===== src/port4_cs_pkg.sv =====
// package: register map, field layout, resets and modes of the chip-select port
package port4_cs_pkg;

    // =========================================
    // register offsets (avalon byte addresses = index * 4)
    localparam int unsigned IDX_SELECT_CTRL_A = 'hC2;
    localparam int unsigned IDX_SELECT_CTRL_B = 'hC3;
    localparam int unsigned IDX_PORT_DATA     = 'hD8;
    localparam int unsigned IDX_EXPANSION     = 'hAE;
    localparam int unsigned IDX_BASE_FIRST    = 'hE0;
    localparam int unsigned ADDR_W            = 10;

    // =========================================
    // field layout of a select-control register, and the invert-bit position in the expansion register
    localparam int unsigned FUNC_HI_LSB = 6;
    localparam int unsigned CMP_HI_LSB  = 4;
    localparam int unsigned FUNC_LO_LSB = 2;
    localparam int unsigned CMP_LO_LSB  = 0;
    localparam int unsigned INV_LSB     = 4;

    // =========================================
    // reset values
    localparam logic [7:0] CTRL_RESET = 8'h00;
    localparam logic [7:0] BASE_RESET = 8'h00;
    localparam logic [3:0] DATA_RESET = 4'hF;
    localparam logic [3:0] PIN_RESET  = 4'hF;

    // =========================================
    // pin roles and compare lengths
    typedef enum logic [1:0] {
        FN_GPIO,
        FN_RD,
        FN_WR,
        FN_RDWR
    } pin_function_t;

    typedef enum logic [1:0] {
        CMP_16,
        CMP_15,
        CMP_14,
        CMP_8
    } mask_len_t;

    typedef struct packed {
        logic [15:0] addr;
        logic        rd;
        logic        wr;
    } xdata_access_t;

endpackage


===== src/port4_chip_select_decoder.sv =====
// four-pin port: gpio or address-decoded chip-select strobes, avalon-mm registers
// =========================================
// Functional notes
// - pin 3 function code: 00 gpio, 01 read, 10 write, 11 read/write strobe.
// - pin 3 compare length: 00 all, 01 A15-A1, 10 A15-A2, 11 A15-A8.
// - strobe window uses that pin's own base and compare length.
// - second control bits 3:2 are pin 2 function, same encoding.
// - second control bits 1:0 are pin 2 compare length, same encoding.
// - first control bits 7:6 are pin 1 function.
// - first control bits 5:4 are pin 1 compare length.
// - first control bits 3:2 are pin 0 function.
// - first control bits 1:0 are pin 0 compare length.
// - data bits 3:0 drive gpio pins only; bits 7:4 reserved.
// - strobes active low; per-pin invert bit makes them active high.
// - base 1234H, two bits masked: writes 1234H-1237H assert strobe.
// - read strobe follows core read one clock later during a matching access.
// - write strobe follows core write; read/write follows either.
// - each pin has high and low base registers forming 16 bits.
// - reset clears control and base registers; pins come up high.
//
// The Avalon-MM interface to the registers was left to the implementer.
`timescale 1ns/1ps
`default_nettype none

module port4_chip_select_decoder
    import port4_cs_pkg::*;
#(
    parameter int unsigned PIN_COUNT = 4
) (
    // clock, reset, enable
    input  wire logic                          sys_clk_in,
    input  wire logic                          sys_rst_in,
    input  wire logic                          clk_en_in,
    // avalon-mm slave
    input  wire logic [port4_cs_pkg::ADDR_W-1:0] avs_address_in,
    input  wire logic                          avs_read_in,
    input  wire logic                          avs_write_in,
    input  wire logic [31:0]                   avs_writedata_in,
    input  wire logic [3:0]                    avs_byteenable_in,
    output logic      [31:0]                   avs_readdata_out,
    output logic                               avs_waitrequest_out,
    // core external data access
    input  wire port4_cs_pkg::xdata_access_t   xdata_in,
    // port pins
    input  wire logic [3:0]                    pin_in,
    output logic      [3:0]                    pin_out,
    output logic      [3:0]                    pin_oe_out
);
    import port4_cs_pkg::*;

    // =========================================
    // elaboration check
    // field layout is fixed at four pins, so no other count can be served
    if (PIN_COUNT != 4) begin : g_pin_count_bad
        $error("port4_chip_select_decoder serves exactly four pins");
    end

    // =========================================
    // decode helpers
    function automatic logic [15:0] cmp_mask(input logic [1:0] len);
        case (mask_len_t'(len))
            CMP_16:  cmp_mask = 16'hFFFF;
            CMP_15:  cmp_mask = 16'hFFFE;
            CMP_14:  cmp_mask = 16'hFFFC;
            CMP_8:   cmp_mask = 16'hFF00;
            default: cmp_mask = 16'hFFFF;
        endcase
    endfunction

    function automatic logic strobe_hit(input logic [1:0] fn, input logic rd, input logic wr);
        case (pin_function_t'(fn))
            FN_RD:   strobe_hit = rd;
            FN_WR:   strobe_hit = wr;
            FN_RDWR: strobe_hit = rd | wr;
            default: strobe_hit = 1'b0;
        endcase
    endfunction

    function automatic logic window_match(input logic [15:0] addr, input logic [15:0] base, input logic [1:0] len);
        window_match = ((addr ^ base) & cmp_mask(len)) == 16'h0000;
    endfunction

    // gpio follows its data bit; a strobe idles inactive at the programmed polarity
    function automatic logic pin_level(input logic gpio, input logic data_bit, input logic hit, input logic inv);
        if (gpio) begin
            pin_level = data_bit;
        end else begin
            pin_level = hit ^ ~inv;
        end
    endfunction

    // =========================================
    // registers
    logic [7:0] ctrl_a_q;
    logic [7:0] ctrl_b_q;
    logic [3:0] data_q;
    logic [7:0] expansion_q;
    logic [7:0] base_q [0:7];
    logic       wait_q;
    logic [31:0] rdata_q;
    logic [3:0] pin_q;
    logic [3:0] oe_q;

    // =========================================
    // bus decode
    wire logic [7:0] reg_idx    = avs_address_in[ADDR_W-1:2];
    wire logic       word_ok    = avs_address_in[1:0] == 2'b00;
    wire logic       acc_done   = (avs_read_in | avs_write_in) & ~wait_q;
    // a write lands only at the edge where waitrequest is already low
    wire logic       wr_fire    = avs_write_in & ~wait_q & avs_byteenable_in[0] & word_ok;
    wire logic       sel_a      = reg_idx == IDX_SELECT_CTRL_A[7:0];
    wire logic       sel_b      = reg_idx == IDX_SELECT_CTRL_B[7:0];
    wire logic       sel_data   = reg_idx == IDX_PORT_DATA[7:0];
    wire logic       sel_exp    = reg_idx == IDX_EXPANSION[7:0];
    wire logic       sel_base   = reg_idx[7:3] == IDX_BASE_FIRST[7:3];
    wire logic [2:0] base_sel   = reg_idx[2:0];
    wire logic [7:0] wbyte      = avs_writedata_in[7:0];
    wire logic       req_any    = avs_read_in | avs_write_in;

    // write strobes per register
    wire logic       we_a       = wr_fire & sel_a;
    wire logic       we_b       = wr_fire & sel_b;
    wire logic       we_data    = wr_fire & sel_data;
    wire logic       we_exp     = wr_fire & sel_exp;
    wire logic       we_base    = wr_fire & sel_base;

    // base read-back order: pin0 high, pin0 low, pin1 high, ...
    logic [7:0] rd_byte;
    always_comb begin
        rd_byte = 8'h00;
        if (!word_ok) begin
            rd_byte = 8'h00;
        end else if (sel_a) begin
            rd_byte = ctrl_a_q;
        end else if (sel_b) begin
            rd_byte = ctrl_b_q;
        end else if (sel_data) begin
            rd_byte = {4'h0, pin_in};
        end else if (sel_exp) begin
            rd_byte = expansion_q;
        end else if (sel_base) begin
            rd_byte = base_q[base_sel];
        end
    end

    // =========================================
    // per-pin field extraction
    wire logic [1:0] fn_f  [0:3];
    wire logic [1:0] len_f [0:3];
    assign fn_f[0]  = ctrl_a_q[FUNC_LO_LSB +: 2];
    assign len_f[0] = ctrl_a_q[CMP_LO_LSB +: 2];
    assign fn_f[1]  = ctrl_a_q[FUNC_HI_LSB +: 2];
    assign len_f[1] = ctrl_a_q[CMP_HI_LSB +: 2];
    assign fn_f[2]  = ctrl_b_q[FUNC_LO_LSB +: 2];
    assign len_f[2] = ctrl_b_q[CMP_LO_LSB +: 2];
    assign fn_f[3]  = ctrl_b_q[FUNC_HI_LSB +: 2];
    assign len_f[3] = ctrl_b_q[CMP_HI_LSB +: 2];

    // =========================================
    // strobe generation
    // registered, so strobes lag the core access by one clock; the core must hold
    // its external access for at least one clock for a strobe to show
    wire logic [15:0] base_w  [0:3];
    wire logic        match_w [0:3];
    wire logic        hit_w   [0:3];
    wire logic        gpio_w  [0:3];
    wire logic        inv_w   [0:3];
    wire logic [3:0]  pin_d;
    wire logic [3:0]  oe_d;

    assign base_w[0] = {base_q[0], base_q[1]};
    assign base_w[1] = {base_q[2], base_q[3]};
    assign base_w[2] = {base_q[4], base_q[5]};
    assign base_w[3] = {base_q[6], base_q[7]};

    assign match_w[0] = window_match(xdata_in.addr, base_w[0], len_f[0]);
    assign match_w[1] = window_match(xdata_in.addr, base_w[1], len_f[1]);
    assign match_w[2] = window_match(xdata_in.addr, base_w[2], len_f[2]);
    assign match_w[3] = window_match(xdata_in.addr, base_w[3], len_f[3]);

    assign hit_w[0] = match_w[0] & strobe_hit(fn_f[0], xdata_in.rd, xdata_in.wr);
    assign hit_w[1] = match_w[1] & strobe_hit(fn_f[1], xdata_in.rd, xdata_in.wr);
    assign hit_w[2] = match_w[2] & strobe_hit(fn_f[2], xdata_in.rd, xdata_in.wr);
    assign hit_w[3] = match_w[3] & strobe_hit(fn_f[3], xdata_in.rd, xdata_in.wr);

    assign gpio_w[0] = pin_function_t'(fn_f[0]) == FN_GPIO;
    assign gpio_w[1] = pin_function_t'(fn_f[1]) == FN_GPIO;
    assign gpio_w[2] = pin_function_t'(fn_f[2]) == FN_GPIO;
    assign gpio_w[3] = pin_function_t'(fn_f[3]) == FN_GPIO;

    assign inv_w[0] = expansion_q[INV_LSB];
    assign inv_w[1] = expansion_q[INV_LSB + 1];
    assign inv_w[2] = expansion_q[INV_LSB + 2];
    assign inv_w[3] = expansion_q[INV_LSB + 3];

    // pin levels; strobe pins never see the data latch
    assign pin_d[0] = pin_level(gpio_w[0], data_q[0], hit_w[0], inv_w[0]);
    assign pin_d[1] = pin_level(gpio_w[1], data_q[1], hit_w[1], inv_w[1]);
    assign pin_d[2] = pin_level(gpio_w[2], data_q[2], hit_w[2], inv_w[2]);
    assign pin_d[3] = pin_level(gpio_w[3], data_q[3], hit_w[3], inv_w[3]);

    // gpio only pulls low and lets the pull-up give a high; strobes always drive
    assign oe_d[0] = gpio_w[0] ? ~data_q[0] : 1'b1;
    assign oe_d[1] = gpio_w[1] ? ~data_q[1] : 1'b1;
    assign oe_d[2] = gpio_w[2] ? ~data_q[2] : 1'b1;
    assign oe_d[3] = gpio_w[3] ? ~data_q[3] : 1'b1;

    // =========================================
    // bus answer: one wait state, then waitrequest low for exactly one clock
    always_ff @(posedge sys_clk_in or posedge sys_rst_in) begin
        if (sys_rst_in) begin
            wait_q  <= 1'b1;
            rdata_q <= 32'h0000_0000;
        end else if (clk_en_in) begin
            wait_q  <= ~req_any | acc_done;
            rdata_q <= {24'h00_0000, rd_byte};
        end
    end

    // =========================================
    // select controls
    always_ff @(posedge sys_clk_in or posedge sys_rst_in) begin
        if (sys_rst_in) begin
            ctrl_a_q <= CTRL_RESET;
            ctrl_b_q <= CTRL_RESET;
        end else if (clk_en_in) begin
            if (we_a) begin
                ctrl_a_q <= wbyte;
            end
            if (we_b) begin
                ctrl_b_q <= wbyte;
            end
        end
    end

    // =========================================
    // strobe polarity control
    always_ff @(posedge sys_clk_in or posedge sys_rst_in) begin
        if (sys_rst_in) begin
            expansion_q <= CTRL_RESET;
        end else if (clk_en_in) begin
            if (we_exp) begin
                expansion_q <= wbyte;
            end
        end
    end

    // =========================================
    // data latch
    always_ff @(posedge sys_clk_in or posedge sys_rst_in) begin
        if (sys_rst_in) begin
            data_q <= DATA_RESET;
        end else if (clk_en_in) begin
            // latch always written; strobe pins ignore it
            if (we_data) begin
                data_q <= wbyte[3:0];
            end
        end
    end

    // =========================================
    // base address bytes
    always_ff @(posedge sys_clk_in or posedge sys_rst_in) begin
        if (sys_rst_in) begin
            for (int i = 0; i < 8; i++) begin
                base_q[i] <= BASE_RESET;
            end
        end else if (clk_en_in) begin
            if (we_base) begin
                base_q[base_sel] <= wbyte;
            end
        end
    end

    // =========================================
    // pin levels: outputs straight from flip-flops, no decode glitches on the strobes
    always_ff @(posedge sys_clk_in or posedge sys_rst_in) begin
        if (sys_rst_in) begin
            pin_q <= PIN_RESET;
        end else if (clk_en_in) begin
            pin_q <= pin_d;
        end
    end

    // =========================================
    // pin enables
    always_ff @(posedge sys_clk_in or posedge sys_rst_in) begin
        if (sys_rst_in) begin
            oe_q <= 4'h0;
        end else if (clk_en_in) begin
            oe_q <= oe_d;
        end
    end

    assign avs_readdata_out    = rdata_q;
    assign avs_waitrequest_out = wait_q;
    assign pin_out             = pin_q;
    assign pin_oe_out          = oe_q;

endmodule

`default_nettype wire


===== config.mk =====
export PLATFORM = sky130hd
export DESIGN_NAME = port4_chip_select_decoder
export DESIGN_NICKNAME = d
export VERILOG_FILES = /design/src/port4_cs_pkg.sv /design/src/port4_chip_select_decoder.sv
export SDC_FILE = /design/constraint.sdc
export NUM_CORES = 1
export LEC_CHECK = 0
export BUFFER_PORTS_ARGS = -buffer_cell sky130_fd_sc_hd__clkbuf_2
export CORE_MARGIN = 2
export CORE_UTILIZATION = 55
export DETAILED_ROUTE_END_ITERATION = 8
export PLACE_DENSITY = 0.79
export RECOVER_POWER = 50
export SETUP_SLACK_MARGIN = 0.4
export SYNTH_ARGS = -nofsm -noshare
export SYNTH_HDL_FRONTEND = slang
export SYNTH_SLANG_ARGS = --single-unit
export TNS_END_PERCENT = 10

===== constraint.sdc =====
create_clock -name sys_clk_in -period 8.8 [get_ports sys_clk_in]
set_input_delay 1.76 -clock sys_clk_in [delete_from_list [all_inputs] [get_ports sys_clk_in]]
set_output_delay 1.76 -clock sys_clk_in [all_outputs]
set_load 0.05 [all_outputs]

==> results of run 1 <==
-- worst max-delay path by stage --
stage	start	to	slack, ns
2_1_floorplan	sys_rst_in	avs_readdata_out[0]	4.18
3_3_place_gp	clk_en_in	base_q[53]	4.04
3_5_place_dp	clk_en_in	base_q[52]	3.94
4_1_cts	clk_en_in	base_q[52]	4.31
5_1_grt	sys_rst_in	base_q[32]	2.25
6_report	sys_rst_in	base_q[32]	3.13
-- registers in the layout, indices dropped and copies added (netlist names) --
signal / count
ctrl_a_q: 8
ctrl_b_q: 8
pin_oe_out: 4
data_q: 4
base_q: 64
expansion_q: 8
avs_readdata_out: 8
avs_waitrequest_out: 1
pin_out: 4
-- through the flow --
step	setup WS, ns	std cells	hold slack [ns]	area (sq um)	power, uW
6_report	3.13	713	0.514	6750	994
5_1_grt	2.25	713	0.518	6750	1020
4_1_cts	4.31	713	0.513	6770	997
3_5_place_dp	3.94	697	0.498	6490	617
3_3_place_gp	4.04	697	0.488	6490	615
2_1_floorplan	4.18	550	0.479	6300	595
-- placed cells by master, fill, tap and decap left out, drive strengths merged, types with 2 or more instances in the layout --
cell type / n
dfrtp: 100
mux2: 95
clkbuf: 74
xnor2: 34
xor2: 30
conb: 24
o21ai: 17
nor2: 17
mux4: 16
nand2: 11
nor3: 11
nor4: 11
nand4: 10
a21oi: 10
dfstp: 9
inv: 9
a31oi: 8
nor2b: 7
o21a: 6
nand3: 6
and3: 5
a221oi: 5
mux2i: 5
o22ai: 5
nand2b: 4
a22oi: 4
nor3b: 4
or3: 3
a211oi: 3
nand3b: 3
clkinv: 3
o211ai: 2
o21ba: 2
o22a: 2
o41a: 2
or2: 2
clkinvlp: 2
-- logic make-up after synthesis --
logic type	Yosys count
buffers and inverters	66
AOI/OAI and AO/OA	71
xor gates and xnor gates	64
other	1
muxes	116
and+or+nand+nor	100
DFF	109
-- layout make-up --
class	count	area share
Multi-Input combinational cell	375	0.477
Inverter	9	0.00519
Clock buffer	11	0.0360
Clock inverter	5	0.00519
Timing Repair Buffer	64	0.0452
Sequential cell	109	0.406
Tap cell	140	0.0260
-- power groups by stage --
stage	registers, uW	logic [uW]	clock network (uW)
floorplan	518	77.5	0
global placement	514	100	0
detailed placement	515	102	0
CTS	505	103	390
global route	505	110	409
finish	505	103	386
-- layer usage --
metal	track usage	vias up
li1	-	1955
met1	0.355	2251
met2	0.457	220
met3	0.0582	21
met4	0.0732	0
met5	0	-
==> run_results.csv, run 1 <==
group,metric,value,unit
cts,postCtsSetupRepairBufs,0,
routing,wl_met1,6.42,mm
worst_setup_path,critical_path_cell_count,3,
yosys,async_flop_share,1.00,
worst_setup_path,arrival,5.45,ns
cts,clkTransAtPathRegs,0.07,ns
grt,largest_net_degree_at_the_start_of_global_routing,57,
worst_setup_path,worstReg2RegStart,"avs_waitrequest_out",
cts,cts_sinks,109,
routing,detail_route.vias_per_cell,6.24,
grt,first_global_vias,4383,
layout,n_antenna_cell,0,
yosys,post-synth-top-area-fraction,0.403,
grt,grt_pass1_wl,24.1,mm
routing,drtPass1Iterations,7,
timing,slew_headroom,-1.02,
timing,finalMaxSlewViolations,112,
power_and_ir_drop,ir_drop,0.119,mV
worst_setup_path,critPathCaptureType,"async pin",
job,max-cap-violations,2,
power_and_ir_drop,sequentialPowerShare,0.508,
yosys,top_cell_types_by_occurrence_after_synthesis,"dfrtp_1 (100), mux2_2 (95), xnor2_1 (34), xor2_1 (30), clkbuf_1 (27)",
yosys,synthAdderAreaFrac,0,
yosys,synthXorXnorAreaFrac,0.0902,
cts,tritoncts_clock_tree,"built",
timing,period_minus_slack,5.67,ns
routing,antenna_viol_nets_final,0,
power_and_ir_drop,switching_power,265,uW
yosys,synth_cell_types,56,
layout,register_cell_area_after_layout,0.00274,sq mm
status,violated_checks,"design-rule violations, max-capacitance violations, max-slew violations",
layout,fin_nets,641,
worst_setup_path,r2r-end,"base_q[55]",
cts,holdBufCountCts,0,
timing,fmax,176,MHz
status,run_status,"finished with violations",
worst_setup_path,crit_path_cell_trace,"clkbuf_2 > clkinvlp_2 > clkbuf_1",
routing,detailroute.wirelength.met2,7.74,mm
layout,final_core_util,0.617,
floorplanning,initial_core_util,0.568,
worst_setup_path,kind_of_cell_adding_the_most_delay_to_the_critical_path,"buffers and inverters",
power_and_ir_drop,power.static_leakage,0.00309,uW
layout,multi_input_comb_area,0.00322,sq mm
yosys,ys_ff_latch,109,
worst_setup_path,worstSetupStartpointType,"input port",
floorplanning,dieArea,0.0122,sq mm
layout,area_growth_from_synthesis_to_layout,8.57,%
yosys,synthesis.instances,527,
place,post-dp-hpwl,11.3,mm
worst_setup_path,critical_path_buf_inv_count,3,
floorplanning,fp.dieH,110,um
grt,antenna_found_initial,0,
routing,route.detailed.drc,1,
power_and_ir_drop,combPwrFrac,0.103,
cts,clock_tree.root_cell,"clkbuf_16",
yosys,synth_area_in_compound_gates,0.0763,
layout,share_of_layout_cells_above_drive_strength_1,0.346,
min_path,whs_path_depth,1,
yosys,synth-main-ff-cell,"dfrtp_1",
layout,fillCellCount,876,
yosys,post_synth_and_or_nand_nor_area_fraction,0.0984,
routing,first_iter_violations,451,
cts,clock_tree.htree_level_count,3,
cts,cts-resized-gates,0,
worst_setup_path,highest_net_fanout_along_the_worst_path,56,
routing,highest-signal-layer,"met4",
power_and_ir_drop,p_int,729,uW
timing,layout_worst_path_cycle_share,0.644,
cts,insertion_delay,0.35,ns
timing,worstMarginPinSlew,3.04,ns
worst_setup_path,max_stage_delay,2.23,ns
floorplanning,io-pin-count,114,
routing,via_count_of_the_routed_design,4447,
floorplanning,row_count,38,
place,place_congestion,0.939,
timing,finalSetupViolCount,0,
worst_setup_path,ff2ff_path_depth,4,
min_path,min_from,"expansion_q[0]",
cts,numCtsBuffers,9,
timing,final.setup.tns,0,ns
timing,finClkSkew,0.00695,ns
worst_setup_path,r2r_slack,6.55,ns
cts,cts_buffer_depth,2,
timing,report.final.hold_viol_count,0,
worst_setup_path,required_worst_endpoint,8.59,ns
yosys,post_synth_instance_area,0.00622,sq mm
routing,wirelength,15.6,mm
yosys,synth.largest_area_cell,"dfrtp_1",
yosys,synthMostInstantiatedCell,"dfrtp_1",
grt,overflow,0,
yosys,synth-edff-count,0,
timing,rsz_0062_raised_after_global_routing,"no",
routing,post_drt_wl_per_cell,21.9,um
yosys,ys_seq_area_frac,0.441,
power_and_ir_drop,swShare,0.266,
floorplanning,core_region_area,0.0109,sq mm
yosys,syn_avg_cell_area,11.8,sq um
yosys,synth.area.mux_share,0.238,
yosys,synth_area_leaders,"dfrtp_1 (40%), mux2_2 (17%), mux4_2 (5.8%)",
min_path,hold_path.class,"flip-flop to flip-flop",
floorplanning,die_w,110,um
min_path,min_to,"expansion_q[0]",
yosys,synth_top_family_by_area,"multiplexers",
worst_setup_path,setup.worst_path.class,"input port to async pin",
power_and_ir_drop,p_clk_frac,0.389,
power_and_ir_drop,power_density,147,mW/mm^2
routing,detailed_route_wirelength_on_metal3,1.24,mm
grt,grt.total_usage,0.271,
yosys,synth.yosys.warnings,0,
place,placement.io_buffers,62,
worst_setup_path,crit_slowest_cell,"clkbuf_1",
No activity file was read; power rests on OpenSTA's default activity.
==> run 2: changes to the inputs <==
clock period = 5.6 ns   (was 8.8 ns; I/O delays follow)
==> run_results.csv, run 2 (synthesis gave the netlist of run 1 again) <==
group,metric,value,unit
status,run_status,"finished with violations",
status,violated_checks,"max-capacitance violations, max-slew violations",
power_and_ir_drop,power_density,232,mW/mm^2
cts,clkTransAtPathRegs,0.07,ns
timing,worstMarginPinSlew,2.62,ns
worst_setup_path,critical_path_cell_count,6,
worst_setup_path,setup.worst_path.class,"input port to flip-flop",
worst_setup_path,ff2ff_path_depth,4,
layout,area_growth_from_synthesis_to_layout,8.62,%
worst_setup_path,r2r_slack,3.33,ns
place,place_congestion,0.945,
grt,grt_pass1_wl,24.5,mm
place,placement.io_buffers,62,
grt,overflow,0,
layout,mostFrequentLayoutCell,"dfrtp_1",
routing,drtPass1Iterations,5,
worst_setup_path,worstSetupStartpoint,"clk_en_in",
routing,detail_route.vias_per_cell,6.28,
min_path,hold_path.class,"flip-flop to flip-flop",
cts,tritoncts_clock_tree,"built",
worst_setup_path,r2r-end,"base_q[39]",
timing,rsz_0062_raised_after_global_routing,"no",
worst_setup_path,crit_path_cell_trace,"clkbuf_1 > nor3b_1 > nand4b_1 > or3_1 > nor2_2 > mux2_2",
place,post-dp-hpwl,11.4,mm
routing,route.detailed.drc,0,
grt,antenna_found_initial,0,
layout,layout_common_cells,"dfrtp_1 (100), mux2_2 (95), clkbuf_2 (49), xnor2_1 (34), xor2_1 (30)",
worst_setup_path,crit_slowest_cell,"clkbuf_1",
floorplanning,fp.dieH,110,um
job,max-cap-violations,1,
layout,share_of_layout_cells_above_drive_strength_1,0.344,
cts,cts_buffer_depth,2,
cts,cts_sinks,109,
layout,register_cell_area_after_layout,0.00274,sq mm
cts,holdBufCountCts,0,
grt,first_global_vias,4465,
floorplanning,die_w,110,um
layout,fin_nets,641,
routing,wirelength,15.7,mm
cts,clock_tree.htree_level_count,3,
layout,n_antenna_cell,0,
worst_setup_path,max_stage_delay,0.99,ns
worst_setup_path,critical_path_buf_inv_count,1,
floorplanning,dieArea,0.0122,sq mm
cts,postCtsSetupRepairBufs,0,
routing,post_drt_wl_per_cell,22.0,um
worst_setup_path,critPathCaptureType,"flip-flop",
timing,finalMaxSlewViolations,60,
floorplanning,row_count,38,
layout,largest_register_ffs,64,
floorplanning,core_region_area,0.0109,sq mm
timing,finClkSkew,0.00955,ns
layout,fillCellCount,886,
timing,final.setup.tns,0,ns
timing,layout_worst_path_cycle_share,0.784,
grt,largest_net_degree_at_the_start_of_global_routing,60,
routing,first_iter_violations,342,
layout,multi_input_comb_area,0.00322,sq mm
worst_setup_path,highest_net_fanout_along_the_worst_path,34,
routing,antenna_viol_nets_final,0,
layout,final-instance-count-excl-fill,713,
worst_setup_path,arrival,4.63,ns
worst_setup_path,worstSetupStartpointType,"input port",
power_and_ir_drop,power.static_leakage,0.00309,uW
timing,fmax,228,MHz
routing,via_count_of_the_routed_design,4475,
grt,grt.total_usage,0.276,
cts,numCtsBuffers,9,
cts,cts-resized-gates,0,
floorplanning,io-pin-count,114,
cts,clock_tree.root_cell,"clkbuf_16",
layout,largest_register,"base_q",
timing,slew_headroom,-0.758,
worst_setup_path,worstReg2RegStart,"avs_waitrequest_out",
cts,insertion_delay,0.36,ns
place,dpl.cell_count,697,
worst_setup_path,crit_path_end,"base_q[39]",
worst_setup_path,required_worst_endpoint,5.85,ns
timing,period_minus_slack,4.39,ns
power_and_ir_drop,ir_drop,0.192,mV
worst_setup_path,kind_of_cell_adding_the_most_delay_to_the_critical_path,"simple AND/OR/NAND/NOR gates",
timing,finalSetupViolCount,0,
timing,report.final.hold_viol_count,0,
floorplanning,initial_core_util,0.568,
run 2: cell types whose count changed in the layout (fill, tap and decap cells not counted):
| cell | before | now |
|---|---|---|
| clkinv_4 | 1 | 0 |
| inv_6 | 1 | 0 |
| clkbuf_8 | 1 | 2 |
| clkinv_2 | 2 | 1 |
| clkinvlp_4 | 1 | 2 |
| clkbuf_1 | 15 | 16 |
run 2: per-layer routing:
| metal | global-route usage | share of wire |
|---|---|---|
| met3 | 0.0670 | 0.081 |
| met4 | 0.0911 | 0.020 |
| met2 | 0.448 | 0.48 |
| met1 | 0.366 | 0.42 |
| met5 | 0 | 0 |
run 2: final cells by class:
type / count / area share
multi-input combinational: 375 / 0.476
clock inverter: 3 / 0.00297
inverter: 9 / 0.00519
clock buffer: 13 / 0.0385
timing repair buffer: 64 / 0.0452
sequential: 109 / 0.406
tap: 140 / 0.0259
run 2: power breakdown:
group	switching [uW]	internal (uW)
logic	121	40.0
registers	2.93	791
clock network	288	326
run 2: worst min-delay path by stage:
stage,from,to,slack [ns],depth (start not counted)
floorplan,expansion_q[0],expansion_q[0],0.48,1
global placement,expansion_q[2],expansion_q[2],0.49,1
detailed placement,expansion_q[2],expansion_q[2],0.50,1
CTS,expansion_q[2],expansion_q[2],0.51,1
global route,expansion_q[2],expansion_q[2],0.53,1
finish,expansion_q[2],expansion_q[2],0.52,1
run 2: per-stage QoR:
| step | hold slack, ns | setup slack (ns) | power, uW | utilization | area, sq um |
|---|---|---|---|---|---|
| 2_1_floorplan | 0.479 | 1.62 | 935 | - | 6300 |
| 3_3_place_gp | 0.488 | 1.50 | 966 | 0.594 | 6490 |
| 3_5_place_dp | 0.497 | 1.42 | 970 | 0.594 | 6490 |
| 4_1_cts | 0.512 | 1.77 | 1570 | 0.619 | 6770 |
| 5_1_grt | 0.528 | 0.974 | 1620 | 0.617 | 6750 |
| 6_report | 0.516 | 1.21 | 1570 | 0.617 | 6750 |
run 2: worst register-to-register path, cell delays in order (launching register included):
cell,delay (ns)
dfstp_2,0.39
nand4b_1,0.21
or3_1,0.53
nor2_2,0.62
mux2_2,0.42
